File: src/common/mfs_pkg.sv
package mfs_pkg;
  // Lock response codes
  localparam logic [2:0] LOCK_LATCH_OFF  = 3'h0;
  localparam logic [2:0] LOCK_LATCH_LS   = 3'h1;
  localparam logic [2:0] LOCK_LATCH_HS   = 3'h2;
  localparam logic [2:0] LOCK_RETRY_OFF  = 3'h3;
  localparam logic [2:0] LOCK_RETRY_LS   = 3'h4;
  localparam logic [2:0] LOCK_RETRY_HS   = 3'h5;
  localparam logic [2:0] LOCK_REPORT     = 3'h6;
  localparam logic [2:0] LOCK_DISABLED   = 3'h7;
  // Power stage commands
  localparam logic [2:0] STAGE_RUN       = 3'h0;
  localparam logic [2:0] STAGE_ALL_OFF   = 3'h1;
  localparam logic [2:0] STAGE_LOW_ON    = 3'h2;
  localparam logic [2:0] STAGE_HIGH_ON   = 3'h3;
  localparam logic [2:0] STAGE_HIZ       = 3'h4;
  // Motor control states
  localparam logic [2:0] MST_IDLE        = 3'h0;
  localparam logic [2:0] MST_PULSE_DET   = 3'h1;
  localparam logic [2:0] MST_ALIGN       = 3'h2;
  localparam logic [2:0] MST_DBL_ALIGN   = 3'h3;
  localparam logic [2:0] MST_OPEN_LOOP   = 3'h4;
  localparam logic [2:0] MST_CLOSED_LOOP = 3'h5;
  // Timing
  localparam int         CLK_HZ          = 20_000_000;
  localparam int         NOMOTOR_MS      = 500;
  localparam int         NOMOTOR_CYCLES  = (CLK_HZ / 1000) * NOMOTOR_MS;
  localparam int         MS_CYCLES       = CLK_HZ / 1000;
  // Speed floor for no-motor detection, in speed units of 0.1 Hz
  localparam logic [15:0] SPEED_FLOOR_2HZ = 16'h0014;
  // Reset values
  localparam logic       PIN_RST         = 1'b1;
  localparam logic [7:0] CAUSE_RST       = 8'h00;
endpackage

File: src/hdl/mfs_supervisor.sv
`timescale 1ns/1ps
module mfs_supervisor #(
  parameter int SW = 16,
  parameter int IW = 12,
  parameter int VW = 12,
  parameter int NOMOTOR_COUNT = mfs_pkg::NOMOTOR_CYCLES,
  parameter int MS_COUNT      = mfs_pkg::MS_CYCLES
) (
  input  wire logic          core_clk,
  input  wire logic          sys_rst,
  input  wire logic [SW-1:0] speed_est,
  input  wire logic [SW-1:0] overspeed_threshold,
  input  wire logic          overspeed_check_enable,
  input  wire logic [SW-1:0] bemf_diff,
  input  wire logic [SW-1:0] bemf_mismatch_threshold,
  input  wire logic [15:0]   bemf_mismatch_persist,
  input  wire logic          bemf_check_enable,
  input  wire logic [IW-1:0] phase_current_a,
  input  wire logic [IW-1:0] phase_current_b,
  input  wire logic [IW-1:0] phase_current_c,
  input  wire logic [IW-1:0] nomotor_current_threshold,
  input  wire logic          nomotor_check_enable,
  input  wire logic          nomotor_closedloop_disable,
  input  wire logic [2:0]    motor_state,
  input  wire logic [2:0]    lock_response_select,
  input  wire logic [15:0]   lock_retry_time,
  input  wire logic          fault_clear,
  input  wire logic          power_up_wake,
  input  wire logic          mem_read_done,
  input  wire logic [15:0]   mem_read_crc_calc,
  input  wire logic          mem_parity_error,
  input  wire logic          mem_write_done,
  input  wire logic [15:0]   mem_write_crc,
  input  wire logic          memory_fault_response,
  input  wire logic          bus_crc_enable,
  input  wire logic          bus_packet_done,
  input  wire logic          bus_crc_mismatch,
  input  wire logic          bus_crc_response,
  input  wire logic [VW-1:0] supply_level,
  input  wire logic [VW-1:0] supply_low_threshold,
  input  wire logic [VW-1:0] supply_high_threshold,
  input  wire logic [VW-1:0] supply_hysteresis,
  input  wire logic          supply_low_response,
  input  wire logic          supply_high_response,
  input  wire logic          measure_active,
  input  wire logic          ramp_timer_overflow,
  input  wire logic          ramp_current_reached,
  input  wire logic          bemf_measure_done,
  input  wire logic [SW-1:0] bemf_measured,
  input  wire logic [SW-1:0] stationary_detect_threshold,
  output logic               fault_pin_n,
  output logic [2:0]         stage_cmd,
  output logic               controller_fault,
  output logic               motor_lock_event,
  output logic               overspeed_lock,
  output logic               bemf_mismatch_lock,
  output logic               nomotor_event,
  output logic               memory_error,
  output logic               bus_crc_fault,
  output logic               supply_low_fault,
  output logic               supply_high_fault,
  output logic               measure_pulse_fault,
  output logic               measure_backemf_fault,
  output logic               mem_read_request
);

  typedef enum logic [1:0] {
    MFS_RUN     = 2'b00,
    MFS_LATCHED = 2'b01,
    MFS_RETRY   = 2'b11,
    MFS_REPORT  = 2'b10
  } mfs_lock_e;

  // Lock state
  mfs_lock_e       lock_reg, lock_next;
  logic [2:0]      lock_mode_reg, lock_mode_next;
  logic [2:0]      cause_reg, cause_next;
  logic [15:0]     retry_ms_reg, retry_ms_next;
  logic [31:0]     tick_reg, tick_next;
  logic [31:0]     persist_reg, persist_next;
  logic [31:0]     nomotor_reg, nomotor_next;
  // Other fault state
  logic            mem_err_reg, mem_err_next, mem_hiz_reg, mem_hiz_next;
  logic            crc_err_reg, crc_err_next, crc_hiz_reg, crc_hiz_next;
  logic            uv_reg, uv_next, ov_reg, ov_next;
  logic            mp_reg, mp_next, mb_reg, mb_next;
  logic [15:0]     crc_store_reg, crc_store_next;
  logic            rdreq_reg, rdreq_next;
  // Output registers
  logic            pin_n_reg, pin_n_next;
  logic [2:0]      stage_reg, stage_next;
  logic            cf_reg, cf_next, ml_reg, ml_next;

  // Cause conditions
  logic            os_hit, bemf_over, bemf_hit, nm_low, nm_allowed, nm_hit, any_lock;
  logic            lock_cond_gone, ms_tick, uv_now, ov_now;

  // Lock sources
  always_comb begin
    os_hit     = overspeed_check_enable && (speed_est > overspeed_threshold);
    bemf_over  = bemf_diff > bemf_mismatch_threshold;
    bemf_hit   = bemf_check_enable && bemf_over && (persist_reg >= 32'(bemf_mismatch_persist));
    nm_low     = (phase_current_a < nomotor_current_threshold) ||
                 (phase_current_b < nomotor_current_threshold) ||
                 (phase_current_c < nomotor_current_threshold);
    nm_allowed = nomotor_check_enable && (speed_est >= SW'(mfs_pkg::SPEED_FLOOR_2HZ)) &&
                 ((motor_state == mfs_pkg::MST_OPEN_LOOP) ||
                  (motor_state == mfs_pkg::MST_CLOSED_LOOP && !nomotor_closedloop_disable));
    nm_hit     = nm_allowed && nm_low && (nomotor_reg >= 32'(NOMOTOR_COUNT - 1));
    any_lock   = os_hit || bemf_hit || nm_hit;
    lock_cond_gone = !any_lock;
    ms_tick    = tick_reg >= 32'(MS_COUNT - 1);
    uv_now     = supply_level <= supply_low_threshold;
    ov_now     = supply_level >= supply_high_threshold;
  end

  // Lock response machine
  always_comb begin
    lock_next      = lock_reg;
    lock_mode_next = lock_mode_reg;
    cause_next     = cause_reg;
    retry_ms_next  = retry_ms_reg;
    tick_next      = ms_tick ? 32'h0 : tick_reg + 32'h1;
    persist_next   = bemf_over ? ((persist_reg == 32'hffffffff) ? persist_reg
                                                                 : persist_reg + 32'h1) : 32'h0;
    nomotor_next   = (nm_allowed && nm_low) ? ((nm_hit) ? nomotor_reg : nomotor_reg + 32'h1)
                                            : 32'h0;
    unique case (lock_reg)
      MFS_RUN: begin
        if (any_lock && lock_response_select != mfs_pkg::LOCK_DISABLED) begin
          lock_mode_next = lock_response_select;
          cause_next     = {nm_hit, bemf_hit, os_hit};
          tick_next      = 32'h0;
          retry_ms_next  = 16'h0;
          if (lock_response_select <= mfs_pkg::LOCK_LATCH_HS) begin
            lock_next = MFS_LATCHED;
          end else if (lock_response_select <= mfs_pkg::LOCK_RETRY_HS) begin
            lock_next = MFS_RETRY;
          end else begin
            lock_next = MFS_REPORT;
          end
        end
      end
      MFS_RETRY: begin
        cause_next = cause_reg | {nm_hit, bemf_hit, os_hit};
        if (any_lock) begin
          retry_ms_next = 16'h0;
          tick_next     = 32'h0;
        end else if (ms_tick) begin
          retry_ms_next = retry_ms_reg + 16'h1;
        end
        if (!any_lock && ms_tick && (retry_ms_reg + 16'h1 >= lock_retry_time)) begin
          lock_next  = MFS_RUN;
          cause_next = 3'h0;
        end
      end
      MFS_LATCHED, MFS_REPORT: begin
        cause_next = cause_reg | {nm_hit, bemf_hit, os_hit};
        if (fault_clear && lock_cond_gone) begin
          lock_next  = MFS_RUN;
          cause_next = 3'h0;
        end
      end
    endcase
  end

  // Other faults
  always_comb begin
    mem_err_next   = mem_err_reg;
    mem_hiz_next   = mem_hiz_reg;
    crc_err_next   = crc_err_reg;
    crc_hiz_next   = crc_hiz_reg;
    uv_next        = uv_reg;
    ov_next        = ov_reg;
    mp_next        = mp_reg;
    mb_next        = mb_reg;
    crc_store_next = crc_store_reg;
    rdreq_next     = power_up_wake;
    if (fault_clear) begin
      mem_err_next = 1'b0;
      mem_hiz_next = 1'b0;
      crc_err_next = 1'b0;
      crc_hiz_next = 1'b0;
      mp_next      = 1'b0;
      mb_next      = 1'b0;
      if (!uv_now) uv_next = 1'b0;
      if (!ov_now) ov_next = 1'b0;
    end
    if (mem_write_done) crc_store_next = mem_write_crc;
    if (mem_read_done && (mem_parity_error || mem_read_crc_calc != crc_store_reg)) begin
      mem_err_next = 1'b1;
      if (!memory_fault_response) mem_hiz_next = 1'b1;
    end
    if (bus_crc_enable && bus_packet_done && bus_crc_mismatch) begin
      crc_err_next = 1'b1;
      if (!bus_crc_response) crc_hiz_next = 1'b1;
    end
    if (uv_now) begin
      uv_next = 1'b1;
    end else if (supply_low_response &&
                 ({1'b0, supply_level} >
                  {1'b0, supply_low_threshold} + {1'b0, supply_hysteresis})) begin
      uv_next = 1'b0;
    end
    if (ov_now) begin
      ov_next = 1'b1;
    end else if (supply_high_response &&
                 ({1'b0, supply_level} + {1'b0, supply_hysteresis} <
                  {1'b0, supply_high_threshold})) begin
      ov_next = 1'b0;
    end
    if (measure_active && ramp_timer_overflow && !ramp_current_reached) mp_next = 1'b1;
    if (bemf_measure_done && bemf_measured < stationary_detect_threshold) mb_next = 1'b1;
  end

  // Outputs
  always_comb begin
    stage_next = mfs_pkg::STAGE_RUN;
    pin_n_next = 1'b1;
    if (lock_next == MFS_LATCHED || lock_next == MFS_RETRY) begin
      pin_n_next = 1'b0;
      unique case (lock_mode_next)
        mfs_pkg::LOCK_LATCH_LS, mfs_pkg::LOCK_RETRY_LS: stage_next = mfs_pkg::STAGE_LOW_ON;
        mfs_pkg::LOCK_LATCH_HS, mfs_pkg::LOCK_RETRY_HS: stage_next = mfs_pkg::STAGE_HIGH_ON;
        default:                                        stage_next = mfs_pkg::STAGE_ALL_OFF;
      endcase
    end
    if (mem_err_next || crc_err_next) pin_n_next = 1'b0;
    if (mem_hiz_next || crc_hiz_next || uv_next || ov_next) stage_next = mfs_pkg::STAGE_HIZ;
    ml_next = lock_next != MFS_RUN;
    cf_next = ml_next || mem_err_next || crc_err_next;
  end

  // State registers
  always_ff @(posedge core_clk or posedge sys_rst) begin
    if (sys_rst) begin
      lock_reg      <= MFS_RUN;
      lock_mode_reg <= 3'h0;
      cause_reg     <= 3'h0;
      retry_ms_reg  <= 16'h0;
      tick_reg      <= 32'h0;
      persist_reg   <= 32'h0;
      nomotor_reg   <= 32'h0;
      mem_err_reg   <= 1'b0;
      mem_hiz_reg   <= 1'b0;
      crc_err_reg   <= 1'b0;
      crc_hiz_reg   <= 1'b0;
      uv_reg        <= 1'b0;
      ov_reg        <= 1'b0;
      mp_reg        <= 1'b0;
      mb_reg        <= 1'b0;
      crc_store_reg <= 16'h0;
      rdreq_reg     <= 1'b0;
      pin_n_reg     <= mfs_pkg::PIN_RST;
      stage_reg     <= mfs_pkg::STAGE_RUN;
      cf_reg        <= 1'b0;
      ml_reg        <= 1'b0;
    end else begin
      lock_reg      <= lock_next;
      lock_mode_reg <= lock_mode_next;
      cause_reg     <= cause_next;
      retry_ms_reg  <= retry_ms_next;
      tick_reg      <= tick_next;
      persist_reg   <= persist_next;
      nomotor_reg   <= nomotor_next;
      mem_err_reg   <= mem_err_next;
      mem_hiz_reg   <= mem_hiz_next;
      crc_err_reg   <= crc_err_next;
      crc_hiz_reg   <= crc_hiz_next;
      uv_reg        <= uv_next;
      ov_reg        <= ov_next;
      mp_reg        <= mp_next;
      mb_reg        <= mb_next;
      crc_store_reg <= crc_store_next;
      rdreq_reg     <= rdreq_next;
      pin_n_reg     <= pin_n_next;
      stage_reg     <= stage_next;
      cf_reg        <= cf_next;
      ml_reg        <= ml_next;
    end
  end

  // Port drive
  assign fault_pin_n           = pin_n_reg;
  assign stage_cmd             = stage_reg;
  assign controller_fault      = cf_reg;
  assign motor_lock_event      = ml_reg;
  assign overspeed_lock        = cause_reg[0];
  assign bemf_mismatch_lock    = cause_reg[1];
  assign nomotor_event         = cause_reg[2];
  assign memory_error          = mem_err_reg;
  assign bus_crc_fault         = crc_err_reg;
  assign supply_low_fault      = uv_reg;
  assign supply_high_fault     = ov_reg;
  assign measure_pulse_fault   = mp_reg;
  assign measure_backemf_fault = mb_reg;
  assign mem_read_request      = rdreq_reg;

endmodule

File: config.mk
export PLATFORM = sky130hd
export DESIGN_NAME = mfs_supervisor
export DESIGN_NICKNAME = d
export VERILOG_FILES = /design/src/common/mfs_pkg.sv /design/src/hdl/mfs_supervisor.sv
export SDC_FILE = /design/constraint.sdc
export NUM_CORES = 1
export LEC_CHECK = 0
export CAP_MARGIN = 20
export CORE_MARGIN = 2
export CORE_UTILIZATION = 48
export DETAILED_ROUTE_END_ITERATION = 6
export DONT_BUFFER_PORTS = 1
export GPL_ROUTABILITY_DRIVEN = 0
export SKIP_LAST_GASP = 1
export SLEW_MARGIN = 25
export SYNTH_ARGS = -nofsm -noshare
export SYNTH_HDL_FRONTEND = slang
export SYNTH_SLANG_ARGS = --single-unit
export TNS_END_PERCENT = 1
File: constraint.sdc
create_clock -name core_clk -period 12.55 [get_ports core_clk]
set_clock_uncertainty 0.15 [all_clocks]
set_input_delay 2.51 -clock core_clk [delete_from_list [all_inputs] [get_ports core_clk]]
set_output_delay 2.51 -clock core_clk [all_outputs]
set_load 0.1 [all_outputs]
==> impl_results.md <==
- Status: finished clean
- Synthesized flop and latch total: 151
- Grt ovf: 0
- Yosys cell types: 77
- Critical Path RT: 12.71 ns
- Layout area overhead: 8.34%
- Die W: 161 um
- Worst vdd rail ir drop: 0.0858 mV
- Worst-path clk slew: 0.06 ns
- WP buf/inv: 0
- GRT Total Usage: 0.224
- RSZ-0062 raised after global routing: false
- Post-cts gate resize count: 0
- Via density: 5.49
- Critical Path Sink Type: flip-flop
- CP max stage cell: or4b_4
- Leakage: 6.25 nW
- Port Buffers: 0
- Initial core utilization: 0.488
- Final min period: 6.49 ns
- Number of synthesized flops with an enable pin: 0
- Initial antenna violation count: 0
- Hold-fix buffers at CTS: 0
- First-pass GRT wire length: 46600 um
- Ys async rst share: 1.00
- CTS H-tree depth: 4
- PnR worst setup slack: 6.06 ns
- FP Rows: 57
- Clock root cell: clkbuf_16
- Starting DRT DRC Count: 397
- Post-Syn Instances: 1320
- CTS Sinks: 151
- CP peak stage delay: 0.56 ns
- Yosys warns: 0
- Final Instance Count excl. Fillers: 1675
- Crit path kind: in2reg
- Crit path cell chain: ha_1 > fa_1 > a21o_1 > a21oi_1 > o21ai_0 > o211a_1 > o21a_1 > o21ai_0 > nand2b_1 > a21oi_1 > xor2_1 > ha_1 > and4_1 > a41oi_1 > and3_1 > o31ai_1 > nand3_1 > o211ai_1 > or4b_4 > a2111oi_2
- DR DRC count: 0
- Place WS: 5.68 ns
- Largest net degree at the start of global routing: 105
- Crit path launch type: primary input
- Sequential area share after synthesis: 0.319
- Setup TNS: 0 ns
- Max_slew headroom: 0.290
- Vias: 9192
- Antenna cells: 0
- Post-route ant nets: 0
- Max FO, Critical Path: 3
- Worst Path Arrival: 6.65 ns
- Synth Flop Type: dfrtp_1
- Vias in the first global route: 9120
- Floorplan core area: 24300 um2
- Final slew viol count: 0
- IO Pins: 300
- Cts bufs inserted: 17
- Die outline height: 161 um
- Most common library cell in the layout ignoring fill and taps: ha_1
- DIE AREA: 26000 um2
- WL/cell: 17.0 um
- Nets: 1814
- Detailed Routing Iterations Pass 1: 5
- Post-CTS setup repair buffer count: 0
- Worst-case clock buffer depth: 2
- Placed Area: 12300 um2
- DPL Wire Length: 23500 um
- Placed insts: 1644
- Final Hold Fails: 0
- F_max: 154 MHz
- Most frequent cells in the layout: ha_1 (189), inv_1 (163), dfrtp_1 (150)
- Final Setup Violations: 0
- Top Family by Delay on Critical Path: compound AO/OA/AOI/OAI gates
- PD cells: 109 nW/um2
- Detailed Route WL: 28500 um
- Post-Syn Area: 11900 um2
- Core Util, Final: 0.529
- Share of layout cells above drive strength 1: 0.0570
- CTS tree: yes
- Synthesized area per cell: 8.99 um2
- Worst slew pin tran: 1.06 ns
- Number of max-cap violations: 0
- Fill cells: 2317
- Post-route cell area: 12900 um2
- Hold crit path type: reg2reg
- Worst-Skew Late Latency: 0.42 ns
- Final worst-path cycle share: 0.517
-- power breakdown --
| part | switching, W | total (W) | internal [W] |
|---|---|---|---|
| Clock | 0.000209 | 0.000503 | 0.000295 |
| Sequential | 0.0000809 | 0.000593 | 0.000512 |
| Combinational | 0.000171 | 0.000299 | 0.000128 |
-- worst paths after layout --
| kind | from | to | slack [ns] | cells past startpoint |
|---|---|---|---|---|
| setup / recovery | supply_low_threshold[0] | stage_cmd[0] | 6.06 | 20 |
| hold / removal | mem_hiz_reg | mem_hiz_reg | 0.34 | 1 |
| setup reg to reg | retry_ms_reg[0] | fault_pin_n | 8.23 | 17 |
| hold reg to reg | mem_hiz_reg | mem_hiz_reg | 0.34 | 1 |
| max in group asynchronous | sys_rst | crc_store_reg[13] | 9.28 | 2 |
| min in group asynchronous | sys_rst | retry_ms_reg[15] | 1.91 | 1 |
-- layer usage --
layer  vias up  global-route usage  share of wire
li1       4665                   -              -
met1      4254               0.287           0.45
met2       249               0.369           0.47
met3        24              0.0596          0.064
met4         0              0.0751          0.022
met5         -                   0              0
-- worst register-to-register path: stages (launching register included) --
cell and delay (ns):
dfrtp_1 0.44, ha_1 0.27, nand3_1 0.14, nor2_1 0.28, and3_1 0.28, and3_1 0.27
and3_1 0.20, xnor2_1 0.09, ha_1 0.30, and4_1 0.22, o211ai_1 0.09, a31o_2 0.25
a31oi_1 0.23, o2111ai_1 0.15, a221o_2 0.44, o21ai_4 0.13, inv_2 0.06, nor3_2 0.24
-- logic make-up (layout without fill, tap and decap cells) --
logic type,after synthesis,in the layout,share of synthesized area
adder cells (fa/ha/maj),191,191,0.203
AO/OA/AOI/OAI,246,246,0.140
other,1,17,0.000316
multiplexers,23,23,0.0213
flip-flops,151,151,0.319
XOR/XNOR,108,108,0.0797
AND/OR/NAND/NOR,416,416,0.177
buffers and inverters,184,199,0.0603
-- metrics by stage --
step / power, W / hold WS (ns)
2_1_floorplan: 0.000830 / 0.301
3_3_place_gp: 0.000895 / 0.324
3_5_place_dp: 0.000901 / 0.335
4_1_cts: 0.00141 / 0.345
5_1_grt: 0.00148 / 0.368
6_report: 0.00140 / 0.342
-- synthesized netlist by cell type, types with 5 or more instances --
| master | count | area share |
|---|---|---|
| o211ai_1 | 7 | 0.0044 |
| clkbuf_1 | 13 | 0.0041 |
| mux2_2 | 18 | 0.017 |
| o31ai_1 | 6 | 0.0038 |
| mux2i_1 | 5 | 0.0042 |
| dfrtp_1 | 150 | 0.32 |
| nand2_1 | 68 | 0.022 |
| or3_1 | 12 | 0.0063 |
| a21oi_1 | 64 | 0.027 |
| and3_1 | 25 | 0.013 |
| o21ai_0 | 61 | 0.026 |
| and2_1 | 9 | 0.0047 |
| a31oi_1 | 6 | 0.0032 |
| nor2b_1 | 16 | 0.0084 |
| o21a_1 | 10 | 0.0063 |
| nor3_1 | 19 | 0.0080 |
| nand3_1 | 58 | 0.024 |
| inv_1 | 164 | 0.052 |
| o2111ai_1 | 7 | 0.0052 |
| nor4_1 | 15 | 0.0079 |
| nor2_1 | 120 | 0.038 |
| and4_1 | 14 | 0.010 |
| xor2_1 | 58 | 0.043 |
| a211oi_1 | 6 | 0.0038 |
| a221oi_1 | 5 | 0.0037 |
| xnor2_1 | 50 | 0.037 |
| nand4_1 | 35 | 0.018 |
| ha_1 | 189 | 0.20 |
| a21o_1 | 27 | 0.017 |
| nand2b_1 | 13 | 0.0069 |
-- area by class of cell --
type / instances / area, um2 / share of cell area
Inverter: 165 / 627 / 0.0488
Clock inverter: 13 / 150 / 0.0117
Clock buffer: 18 / 429 / 0.0334
Sequential cell: 151 / 3780 / 0.294
Tap cell: 324 / 405 / 0.0315
Multi-Input combinational cell: 1001 / 7440 / 0.579
Timing Repair Buffer: 3 / 22.5 / 0.00175
No activity file was read; power rests on OpenSTA's default activity.
